==> src/inc/pll_status_pkg.sv <==
// Constants, types and field layout of the loop status register pair.
package pll_status_pkg;

   localparam logic [7:0] INT_HIGH_OFS = 8'h08;
   localparam logic [7:0] OPSTAT_OFS = 8'h09;
   // Only bit 7 of this pattern has storage behind it; the other bits read as zero.
   localparam logic [7:0] INT_HIGH_RST = 8'h10;
   localparam logic [7:0] OPSTAT_RST = 8'h01;
   localparam logic [7:0] UNMAPPED_DATA = 8'h00;

   localparam int INT_SYNC_BIT = 7;
   localparam int OPS_SYNC_BIT = 7;
   localparam int OPS_LOCK_BIT = 6;
   localparam int OPS_MAIN_WARN_BIT = 5;
   localparam int OPS_SECOND_WARN_BIT = 4;

   typedef enum logic [2:0] {
      ST_UNUSED_0 = 3'h0,
      ST_FREE_RUN = 3'h1,
      ST_HOLDOVER = 3'h2,
      ST_UNUSED_3 = 3'h3,
      ST_LOCKED = 3'h4,
      ST_PRE_LOCKED2 = 3'h5,
      ST_PRE_LOCKED = 3'h6,
      ST_PHASE_LOST = 3'h7
   } main_loop_state_e;

   localparam main_loop_state_e MAIN_STATE_RST = ST_FREE_RUN;

   typedef struct packed {
      logic fine;
      logic coarse;
      logic no_activity;
      logic freq_limit;
   } phase_loss_s;

   typedef struct packed {
      logic fine;
      logic coarse;
      logic no_activity;
      logic freq_limit;
   } loss_enable_s;

   typedef struct packed {
      logic [7:0] addr;
      logic wr;
      logic rd;
      logic [7:0] wdata;
   } reg_req_s;

endpackage

==> src/rtl/second_loop_lock.sv <==
// Lock indication of the second phase loop built from its phase-loss indicators.
`timescale 1ns/100ps
module second_loop_lock
(
   input wire logic clk_i,
   input wire logic rst_n_i,
   input wire pll_status_pkg::phase_loss_s loss_i,
   input wire pll_status_pkg::loss_enable_s enable_i,
   output logic locked_o
);

   logic coarse_latch_r;
   logic coarse_latch_nxt;
   logic locked_r;
   logic locked_nxt;

   always_comb
   begin
      // A slip in the same cycle as the enable is set wins over the stale clear.
      coarse_latch_nxt = enable_i.coarse & (coarse_latch_r | loss_i.coarse);
      locked_nxt = ~((enable_i.fine & loss_i.fine)
                     | (enable_i.no_activity & loss_i.no_activity)
                     | (enable_i.freq_limit & loss_i.freq_limit)
                     | coarse_latch_nxt);
   end

   always_ff @(posedge clk_i or negedge rst_n_i)
   begin
      if (!rst_n_i)
      begin
         coarse_latch_r <= 1'b0;
         locked_r <= 1'b0;
      end
      else
      begin
         coarse_latch_r <= coarse_latch_nxt;
         locked_r <= locked_nxt;
      end
   end

   assign locked_o = locked_r;

   a_slip_unlocks: assert property (@(posedge clk_i) disable iff (!rst_n_i)
      enable_i.coarse && loss_i.coarse |=> !locked_o)
      else $error("coarse slip did not clear the lock bit");

   a_latch_stays_low: assert property (@(posedge clk_i) disable iff (!rst_n_i)
      coarse_latch_r && enable_i.coarse |=> coarse_latch_r && !locked_o)
      else $error("latched coarse loss was lost while enabled");

   a_enabled_loss_unlocks: assert property (@(posedge clk_i) disable iff (!rst_n_i)
      (enable_i.fine && loss_i.fine) || (enable_i.freq_limit && loss_i.freq_limit)
      || (enable_i.no_activity && loss_i.no_activity) |=> !locked_o)
      else $error("enabled phase loss left the lock bit set");

   a_clean_locks: assert property (@(posedge clk_i) disable iff (!rst_n_i)
      !enable_i.coarse && !(enable_i.fine && loss_i.fine) && !(enable_i.freq_limit && loss_i.freq_limit)
      && !(enable_i.no_activity && loss_i.no_activity) |=> locked_o && !coarse_latch_r)
      else $error("lock bit low with no enabled loss");

endmodule // second_loop_lock

==> src/rtl/pll_status_alarm_regs.sv <==
// Interrupt byte and operating status register of the phase loop protection block.
`timescale 1ns/100ps
module pll_status_alarm_regs
(
   input wire logic MCLK_I,
   input wire logic RST_N_I,
   input wire pll_status_pkg::reg_req_s REG_REQ_I,
   output logic [7:0] REG_RDATA_O,
   input wire logic SYNC_ALARM_EVENT_I,
   input wire logic SYNC_ALARM_LIVE_I,
   input wire pll_status_pkg::phase_loss_s SECOND_LOSS_I,
   input wire pll_status_pkg::loss_enable_s LOSS_ENABLE_I,
   input wire logic MAIN_FREQ_WARN_I,
   input wire logic SECOND_FREQ_WARN_I,
   input wire logic [2:0] MAIN_STATE_I
);

   logic sync_int_r;
   logic sync_int_nxt;
   logic sync_live_r;
   logic sync_live_nxt;
   logic main_warn_r;
   logic main_warn_nxt;
   logic second_warn_r;
   logic second_warn_nxt;
   pll_status_pkg::main_loop_state_e main_state_r;
   pll_status_pkg::main_loop_state_e main_state_nxt;
   logic [7:0] rdata_r;
   logic [7:0] rdata_nxt;
   logic second_loop_locked;
   logic int_clear;
   logic [7:0] int_view;
   logic [7:0] opstat_view;

   second_loop_lock u_lock
   (
      .clk_i(MCLK_I),
      .rst_n_i(RST_N_I),
      .loss_i(SECOND_LOSS_I),
      .enable_i(LOSS_ENABLE_I),
      .locked_o(second_loop_locked)
   );

   // Register views; bits without a function are tied low and never stored.
   always_comb
   begin
      int_view = 8'h00;
      int_view[pll_status_pkg::INT_SYNC_BIT] = sync_int_r;
      opstat_view = 8'h00;
      opstat_view[pll_status_pkg::OPS_SYNC_BIT] = sync_live_r;
      opstat_view[pll_status_pkg::OPS_LOCK_BIT] = second_loop_locked;
      opstat_view[pll_status_pkg::OPS_MAIN_WARN_BIT] = main_warn_r;
      opstat_view[pll_status_pkg::OPS_SECOND_WARN_BIT] = second_warn_r;
      opstat_view[2:0] = main_state_r;
   end

   always_comb
   begin
      int_clear = REG_REQ_I.wr && (REG_REQ_I.addr == pll_status_pkg::INT_HIGH_OFS)
                  && REG_REQ_I.wdata[pll_status_pkg::INT_SYNC_BIT];
      // A new alarm in the clearing cycle is kept, so no event is lost.
      sync_int_nxt = SYNC_ALARM_EVENT_I | (sync_int_r & ~int_clear);
      sync_live_nxt = SYNC_ALARM_LIVE_I;
      main_warn_nxt = MAIN_FREQ_WARN_I;
      second_warn_nxt = SECOND_FREQ_WARN_I;
      // Unused codes from the loop are not stored, so software never sees them.
      case (MAIN_STATE_I)
         pll_status_pkg::ST_FREE_RUN,
         pll_status_pkg::ST_HOLDOVER,
         pll_status_pkg::ST_LOCKED,
         pll_status_pkg::ST_PRE_LOCKED2,
         pll_status_pkg::ST_PRE_LOCKED,
         pll_status_pkg::ST_PHASE_LOST:
            main_state_nxt = pll_status_pkg::main_loop_state_e'(MAIN_STATE_I);
         default:
            main_state_nxt = main_state_r;
      endcase
   end

   // Reads have no side effect; the operating status ignores all writes.
   always_comb
   begin
      rdata_nxt = rdata_r;
      if (REG_REQ_I.rd)
      begin
         case (REG_REQ_I.addr)
            pll_status_pkg::INT_HIGH_OFS:
               rdata_nxt = int_view;
            pll_status_pkg::OPSTAT_OFS:
               rdata_nxt = opstat_view;
            default:
               rdata_nxt = pll_status_pkg::UNMAPPED_DATA;
         endcase
      end
   end

   always_ff @(posedge MCLK_I or negedge RST_N_I)
   begin
      if (!RST_N_I)
      begin
         sync_int_r <= pll_status_pkg::INT_HIGH_RST[pll_status_pkg::INT_SYNC_BIT];
         sync_live_r <= pll_status_pkg::OPSTAT_RST[pll_status_pkg::OPS_SYNC_BIT];
         main_warn_r <= pll_status_pkg::OPSTAT_RST[pll_status_pkg::OPS_MAIN_WARN_BIT];
         second_warn_r <= pll_status_pkg::OPSTAT_RST[pll_status_pkg::OPS_SECOND_WARN_BIT];
         main_state_r <= pll_status_pkg::MAIN_STATE_RST;
         rdata_r <= 8'h00;
      end
      else
      begin
         sync_int_r <= sync_int_nxt;
         sync_live_r <= sync_live_nxt;
         main_warn_r <= main_warn_nxt;
         second_warn_r <= second_warn_nxt;
         main_state_r <= main_state_nxt;
         rdata_r <= rdata_nxt;
      end
   end

   assign REG_RDATA_O = rdata_r;

   a_int_sets: assert property (@(posedge MCLK_I) disable iff (!RST_N_I)
      SYNC_ALARM_EVENT_I |=> sync_int_r)
      else $error("sync alarm event did not latch");

   a_int_holds: assert property (@(posedge MCLK_I) disable iff (!RST_N_I)
      sync_int_r && !(REG_REQ_I.wr && REG_REQ_I.addr == pll_status_pkg::INT_HIGH_OFS) |=> sync_int_r)
      else $error("sync alarm interrupt dropped without a write");

   a_int_w1c: assert property (@(posedge MCLK_I) disable iff (!RST_N_I)
      int_clear && !SYNC_ALARM_EVENT_I |=> !sync_int_r)
      else $error("write of one did not clear the interrupt");

   a_int_read: assert property (@(posedge MCLK_I) disable iff (!RST_N_I)
      REG_REQ_I.rd && REG_REQ_I.addr == pll_status_pkg::INT_HIGH_OFS
      |=> REG_RDATA_O == {$past(sync_int_r), 7'h00})
      else $error("interrupt byte read returned wrong data");

   a_opstat_read: assert property (@(posedge MCLK_I) disable iff (!RST_N_I)
      REG_REQ_I.rd && REG_REQ_I.addr == pll_status_pkg::OPSTAT_OFS
      |=> REG_RDATA_O[7] == $past(sync_live_r) && REG_RDATA_O[3] == 1'b0
          && REG_RDATA_O[2:0] == $past(main_state_r))
      else $error("operating status read returned wrong data");

   a_live_alarm: assert property (@(posedge MCLK_I) disable iff (!RST_N_I)
      SYNC_ALARM_LIVE_I ##1 (REG_REQ_I.rd && REG_REQ_I.addr == pll_status_pkg::OPSTAT_OFS)
      |=> REG_RDATA_O[pll_status_pkg::OPS_SYNC_BIT])
      else $error("live sync alarm not reported");

   a_warn_bits: assert property (@(posedge MCLK_I) disable iff (!RST_N_I)
      ##1 (REG_REQ_I.rd && REG_REQ_I.addr == pll_status_pkg::OPSTAT_OFS)
      |=> REG_RDATA_O[5] == $past(MAIN_FREQ_WARN_I, 2) && REG_RDATA_O[4] == $past(SECOND_FREQ_WARN_I, 2))
      else $error("frequency warning bits wrong");

   a_state_legal: assert property (@(posedge MCLK_I) disable iff (!RST_N_I)
      main_state_r != pll_status_pkg::ST_UNUSED_0 && main_state_r != pll_status_pkg::ST_UNUSED_3)
      else $error("main loop state holds an unused code");

   a_state_tracks: assert property (@(posedge MCLK_I) disable iff (!RST_N_I)
      MAIN_STATE_I == 3'h4 |=> main_state_r == pll_status_pkg::ST_LOCKED)
      else $error("main loop state not captured");

   a_unmapped_zero: assert property (@(posedge MCLK_I) disable iff (!RST_N_I)
      REG_REQ_I.rd && REG_REQ_I.addr != pll_status_pkg::OPSTAT_OFS
      && REG_REQ_I.addr != pll_status_pkg::INT_HIGH_OFS |=> REG_RDATA_O == 8'h00)
      else $error("unmapped read not zero");

   a_rdata_holds: assert property (@(posedge MCLK_I) disable iff (!RST_N_I)
      !REG_REQ_I.rd |=> $stable(REG_RDATA_O))
      else $error("read data changed without a read");

endmodule // pll_status_alarm_regs

==> config.mk <==
export PLATFORM = sky130hd
export DESIGN_NAME = pll_status_alarm_regs
export DESIGN_NICKNAME = d
export VERILOG_FILES = /design/src/inc/pll_status_pkg.sv /design/src/rtl/second_loop_lock.sv /design/src/rtl/pll_status_alarm_regs.sv
export SDC_FILE = /design/constraint.sdc
export NUM_CORES = 1
export LEC_CHECK = 0
export BUFFER_PORTS_ARGS = -buffer_cell sky130_fd_sc_hd__buf_4
export CORE_MARGIN = 3
export CORE_UTILIZATION = 44
export DETAILED_ROUTE_END_ITERATION = 10
export GPL_ROUTABILITY_DRIVEN = 0
export PLACE_DENSITY = 0.9
export SYNTH_ARGS = -nofsm -noshare
export SYNTH_HDL_FRONTEND = slang
export SYNTH_SLANG_ARGS = --single-unit
==> constraint.sdc <==
create_clock -name MCLK_I -period 1.84 [get_ports MCLK_I]
set_clock_uncertainty 0.15 [all_clocks]
set_input_delay 0.184 -clock MCLK_I [delete_from_list [all_inputs] [get_ports MCLK_I]]
set_output_delay 0.184 -clock MCLK_I [all_outputs]
set_load 0.01 [all_outputs]
==> results of run 1 <==
## path summary, 6_finish.rpt
| path | cells after the start | startpoint | end | slack (ns) |
|---|---|---|---|---|
| setup / recovery | 4 | SYNC_ALARM_EVENT_I | sync_int_r | 0.25 |
| hold / removal | 2 | MAIN_STATE_I[0] | main_state_r[0] | 0.02 |
| setup reg to reg | 2 | u_lock.coarse_latch_r | u_lock.coarse_latch_r | 0.47 |
| hold reg to reg | 1 | main_state_r[2] | main_state_r[2] | 0.34 |
| max in group asynchronous | 2 | RST_N_I | main_state_r[0] | 1.17 |
| min in group asynchronous | 2 | RST_N_I | REG_RDATA_O[4] | 0.12 |
## critical path: stages
cell	delay [ns]
dlygate4sd3_1	0.54
buf_4	0.14
or4bb_1	0.47
o32a_1	0.29
## placed cells by master (no fill, tap or decap), drive strengths merged
cell type / count
a21o: 1
a222oi: 1
a22o: 2
buf: 34
clkbuf: 4
conb: 1
dfrtp: 15
dfstp: 1
dlygate4sd3: 9
inv: 6
mux2i: 1
nand2: 6
nand2b: 4
nor2b: 1
o21a: 1
o21bai: 2
o31ai: 1
o32a: 1
o32ai: 5
o41ai: 1
or3: 1
or4b: 2
or4bb: 1
xnor2: 1
## power by group through the flow
stage               Clock, mW  Sequential, mW  Combinational [mW]
global placement            0           0.379              0.0869
floorplan                   0           0.378              0.0329
CTS                     0.233           0.373               0.107
finish                  0.232           0.373               0.109
detailed placement          0           0.380              0.0918
global route            0.255           0.374               0.118
## area by class of cell
cell class | instances | area, µm²
Sequential cell | 16 | 402
Timing Repair Buffer | 43 | 345
Fill cell | 89 | 309
Clock buffer | 4 | 36.3
Tap cell | 15 | 18.8
Inverter | 6 | 22.5
Multi-Input combinational cell | 33 | 249
## flip-flops by register name (all words and copies together) (netlist names)
register / flops
u_lock.coarse_latch_r: 1
sync_live_r: 1
sync_int_r: 1
second_warn_r: 1
REG_RDATA_O: 7
main_warn_r: 1
u_lock.locked_o: 1
main_state_r: 3
## metal layers
layer | wire length [µm] | vias up | track usage, %
li1 | - | 296 | -
met3 | 148 | 4 | 8.70
met1 | 665 | 299 | 21.5
met2 | 942 | 29 | 35.9
met4 | 28 | 0 | 7.95
met5 | 0 | - | 0
## per-stage QoR
stage | setup slack [ns] | power [mW] | hold WS [ns]
after floorplan | 0.389 | 0.411 | -0.262
after global placement | 0.197 | 0.466 | -0.0994
after detailed placement | 0.191 | 0.471 | -0.101
after CTS | 0.261 | 0.713 | 0.0192
after global routing | 0.217 | 0.747 | 0.0125
final | 0.250 | 0.714 | 0.0183
## cells by family after synthesis
logic type | share of synthesized area (%)
compound gates | 19.5
xor+xnor | 1.26
buf+inv | 6.14
flops | 57.9
mux | 1.44
other cells | 0.541
simple gates | 13.2
## timing repair
action / CTS / global route
endpoints found under the hold margin: 23 / 0
resized for setup: 0 / 0
hold buffers: 9 / 0
==> results.tsv, run 1 <==
metric	value	unit
setup repair bufs after CTS	0	
layout overhead on the synthesized area	54.9	%
Placed Area	947	µm²
Worst Path Max Fanout	2	
number of synthesized register bits	16	
port bufs	34	
power per standard cell area	665	nW/µm²
Gate Count Post-Synth	59	
top post-synthesis cells by count	15 x dfrtp_1, 6 x inv_1, 6 x nand2_1	
switching part of the total	22.2	%
Final TNS setup	0	ns
Lkg Pwr	0.515	nW
CP Data Required Time	1.87	ns
first-pass GRT wire length	2.93	mm
overall global routing resource usage	20.5	%
placement row count	13	
Max clock buf depth	2	
die area	2090	µm²
CTS Root Buffer Type	clkbuf_4	
startpoint type of the worst setup path	primary input	
wire length per cell	15.2	µm
Netlist Area Pre-Place	693	µm²
mean post-synth cell area	11.7	µm²
Net Sw Power	159	µW
path type of the worst min-delay path	in2reg	
portion of total power attributed to the clock network	32.5	%
fraction of power consumed by sequential logic	52.2	%
I/O Pins	43	
class of the most critical setup path	in2reg	
most frequent cell after synthesis	dfrtp_1	
Synth Flop Type	dfrtp_1	
DR pass1 iterations	4	
final antenna diode count	0	
final std cell area, no fill	1070	µm²
total of warnings raised by yosys	0	
Slew Viols, Final	0	
share of cells above drive strength 1	39.2	%
post-route ant nets	0	
fraction of the core area covered by cells at the end of the flow	77.6	%
maximum number of pins on one net before global-route repair	17	
setup violators final	0	
internal power consumption	555	µW
htree depth	1	
combinational fraction of design power	15.3	%
effective utilization at floorplan	50.1	%
core region area	1380	µm²
share of the yosys chip area belonging to registers	57.9	%
post-layout instance count excluding filler cells	117	
maximum vdd drop	0.000599	V
fin crit period	1.59	ns
Horiz. Die Dim	45.7	µm
final-stage net count	138	
part of the cycle the worst path needs	86.4	%
number of enable-type register cells in the synthesized netlist	0	
Sinks on Clock Net	16	
routed via count	628	
signal arrival time at the worst endpoint	1.62	ns
routed wire length	1.78	mm
leading area contributor after synthesis	dfrtp_1	
via density per instance	5.37	
DIE HEIGHT	45.7	µm
count of unresolved DRC violations after routing	0	
HPWL after detailed placement	1.22	mm
number of hold violations in the final report	0	
GR Overflow Total	0	
Num CTS Buffers	3	
number of library cell types mapped by synthesis	24	
reported max-cap violation count	0	
CTS tree	done	
RSZ-0062 raised after global routing	false	
detailed router's first-iteration violation count	11	
via count of the first global-routing pass	691	
insertion delay to the later sink of the worst-skew pair	0.29	ns
Clock Pin Slew Worst Setup and Hold Paths	0.10	ns
Synthesized Nets	94	
Yosys top cell area share	54.2	%
main area contributors after synthesis	dfrtp_1 54%, o32ai_1 6.3%, dfstp_2 3.8%	
initial antenna violation count	0	
Setup crit end kind	flop	
share of async-settable or async-resettable flops after synthesis	100	%
run status	completed	
achievable frequency	629	MHz
number of cells in the design after placement	104	
No activity file was read; power rests on OpenSTA's default activity.
==> run 2, diff against run 1 <==
--- a/config.mk
+++ b/config.mk
@@ -6,11 +6,13 @@
 export NUM_CORES = 1
 export LEC_CHECK = 0
 export BUFFER_PORTS_ARGS = -buffer_cell sky130_fd_sc_hd__buf_4
+export CORE_ASPECT_RATIO = 0.75
 export CORE_MARGIN = 3
-export CORE_UTILIZATION = 44
+export CORE_UTILIZATION = 40
 export DETAILED_ROUTE_END_ITERATION = 10
 export GPL_ROUTABILITY_DRIVEN = 0
-export PLACE_DENSITY = 0.9
+export PLACE_DENSITY = 0.84
+export SKIP_LAST_GASP = 1
 export SYNTH_ARGS = -nofsm -noshare
 export SYNTH_HDL_FRONTEND = slang
 export SYNTH_SLANG_ARGS = --single-unit
==> constraint.sdc (replaced) <==
create_clock -name MCLK_I -period 1.5 [get_ports MCLK_I]
set_clock_uncertainty 0.15 [all_clocks]
set_input_delay 0.15 -clock MCLK_I [delete_from_list [all_inputs] [get_ports MCLK_I]]
set_output_delay 0.15 -clock MCLK_I [all_outputs]
set_load 0.01 [all_outputs]
==> run 2 against run 1 <==
Against the previous run:
- setup slack lost 0.10 ns
- sequential power grew 23%
- final cell count grew 8.5%
- power grew 24%
- die area grew 8.9%
- global-route usage shrank 1.9 points
- routed wire length grew 2.4%
==> results.tsv, run 2 (synthesis results as in run 1) <==
metric	value	unit	change
setup violators final	0		unchanged
fin crit period	1.35	ns	
hold-fix buffer count after cts	11		was 9
HPWL after detailed placement	1.24	mm	was 1.22 mm
insertion delay to the later sink of the worst-skew pair	0.29	ns	about the same
Horiz. Die Dim	54.1	µm	was 45.7 µm
wire length per cell	14.4	µm	was 15.2 µm
total power consumption of the routed design	885	µW	was 714 µW
htree depth	1		unchanged
GR Overflow Total	0		unchanged
Setup crit start	REG_REQ_I[16]		was SYNC_ALARM_EVENT_I
maximum vdd drop	0.000636	V	was 0.000599 V
initial antenna violation count	0		unchanged
Worst Path Max Fanout	4		was 2
achievable frequency	741	MHz	
detailed router's first-iteration violation count	13		was 11
die area	2270	µm²	was 2090 µm²
most common cell after layout, fill and taps aside	buf_4		unchanged
count of unresolved DRC violations after routing	0		unchanged
Max clock buf depth	2		unchanged
I/O Pins	43		unchanged
overall global routing resource usage	18.6	%	was 20.5%
share of cells above drive strength 1	39.6	%	was 39.2%
post-CTS sizing	0		unchanged
final std cell area, no fill	1120	µm²	was 1070 µm²
fraction of the core area covered by cells at the end of the flow	71.5	%	was 77.6%
Num CTS Buffers	3		unchanged
RSZ-0062 raised after global routing	false		unchanged
Sinks on Clock Net	16		unchanged
met3 layer wire length in the routed design	160	µm	was 148 µm
worst reg2reg path startpoint	main_state_r[0]		was u_lock.coarse_latch_r
register-to-register setup slack	0.41	ns	was 0.47 ns
path type of the worst min-delay path	in2reg		unchanged
placement row count	12		was 13
Placed Area	970	µm²	was 947 µm²
Slew Viols, Final	0		unchanged
via density per instance	5.13		was 5.37
CTS Root Buffer Type	clkbuf_4		unchanged
CP Data Required Time	1.53	ns	was 1.87 ns
final-stage net count	142		was 138
layout overhead on the synthesized area	61.0	%	was 54.9%
effective utilization at floorplan	44.4	%	was 50.1%
routed via count	652		was 628
final antenna diode count	0		unchanged
core region area	1560	µm²	was 1380 µm²
routed wire length	1.83	mm	was 1.78 mm
signal arrival time at the worst endpoint	1.38	ns	was 1.62 ns
first-pass GRT wire length	2.95	mm	was 2.93 mm
number of flip-flops in the largest register	7		unchanged
class of the most critical setup path	in2reg		unchanged
critical path capture point	REG_RDATA_O[4]		was sync_int_r
routed length on met2	975	µm	was 942 µm
number of hold violations in the final report	0		unchanged
DIE HEIGHT	42.1	µm	was 45.7 µm
setup repair bufs after CTS	0		unchanged
port bufs	34		unchanged
startpoint type of the worst setup path	primary input		unchanged
highest signal layer in the routed design	met4		unchanged
met1 wire length	639	µm	was 665 µm
Clock Pin Slew Worst Setup and Hold Paths	0.10	ns	about the same
Final TNS setup	0	ns	unchanged
maximum number of pins on one net before global-route repair	17		unchanged
CTS tree	done		unchanged
reported max-cap violation count	0		unchanged
part of the cycle the worst path needs	90.0	%	
most frequent cells in the layout	36 x buf_4, 15 x dfrtp_1, 11 x dlygate4sd3_1		was 34 x buf_4, 15 x dfrtp_1, 9 x dlygate4sd3_1
Lkg Pwr	0.531	nW	was 0.515 nW
depth of the worst register-to-register path	2		unchanged
fill cell instance count of the final layout	105		was 89
post-route ant nets	0		unchanged
via count of the first global-routing pass	686		was 691
DR pass1 iterations	4		unchanged
Setup crit end kind	flop		unchanged
FF-to-FF End	REG_RDATA_O[0]		was u_lock.coarse_latch_r
run status	completed		unchanged
power per standard cell area	793	nW/µm²	was 665 nW/µm²
## run 2: final cells by class
type / instances / area (µm²) / share of cell area, %
clock buffers: 4 / 36.3 / 3.25
repair buffers: 47 / 380 / 34.1
flip-flops and latches: 16 / 402 / 36.0
multi-input cells: 33 / 249 / 22.3
well taps: 21 / 26.3 / 2.35
inverters: 6 / 22.5 / 2.02
## run 2: per-layer routing
layer,vias to the layer above,global-route usage [%]
li1,302,-
met3,6,8.54
met1,307,18.8
met4,0,5.97
met5,-,0
met2,37,33.1
## run 2: worst min-delay path by stage
stage	startpoint	to	slack, ns	cells past startpoint
final	REG_REQ_I[17]	REG_RDATA_O[7]	0.03	3
after CTS	SECOND_LOSS_I[0]	u_lock.locked_o	0.02	3
after global routing	SECOND_LOSS_I[0]	u_lock.locked_o	0.006	3
after floorplan	RST_N_I	REG_RDATA_O[0]	-0.30	0
after detailed placement	RST_N_I	REG_RDATA_O[0]	-0.13	1
after global placement	RST_N_I	main_state_r[1]	-0.14	1
## run 2: stage by stage
step                hold WS (ns)  setup WS [ns]  std cells
finish                    0.0266          0.150        127
global route             0.00604          0.119        127
CTS                       0.0196          0.170        127
detailed placement        -0.132         -0.133        112
global placement          -0.137        -0.0999        112
floorplan                 -0.296         0.0834         59
## run 2: where the power goes
group	internal [mW]	leakage [nW]	switching, mW
clock	0.148	0.0210	0.140
combinational	0.0876	0.311	0.0523
sequential	0.450	0.199	0.00745
## run 2: critical path, cell delays in order
cell	delay, ns
buf_4	0.10
or4b_1	0.63
buf_4	0.20
o32ai_1	0.30
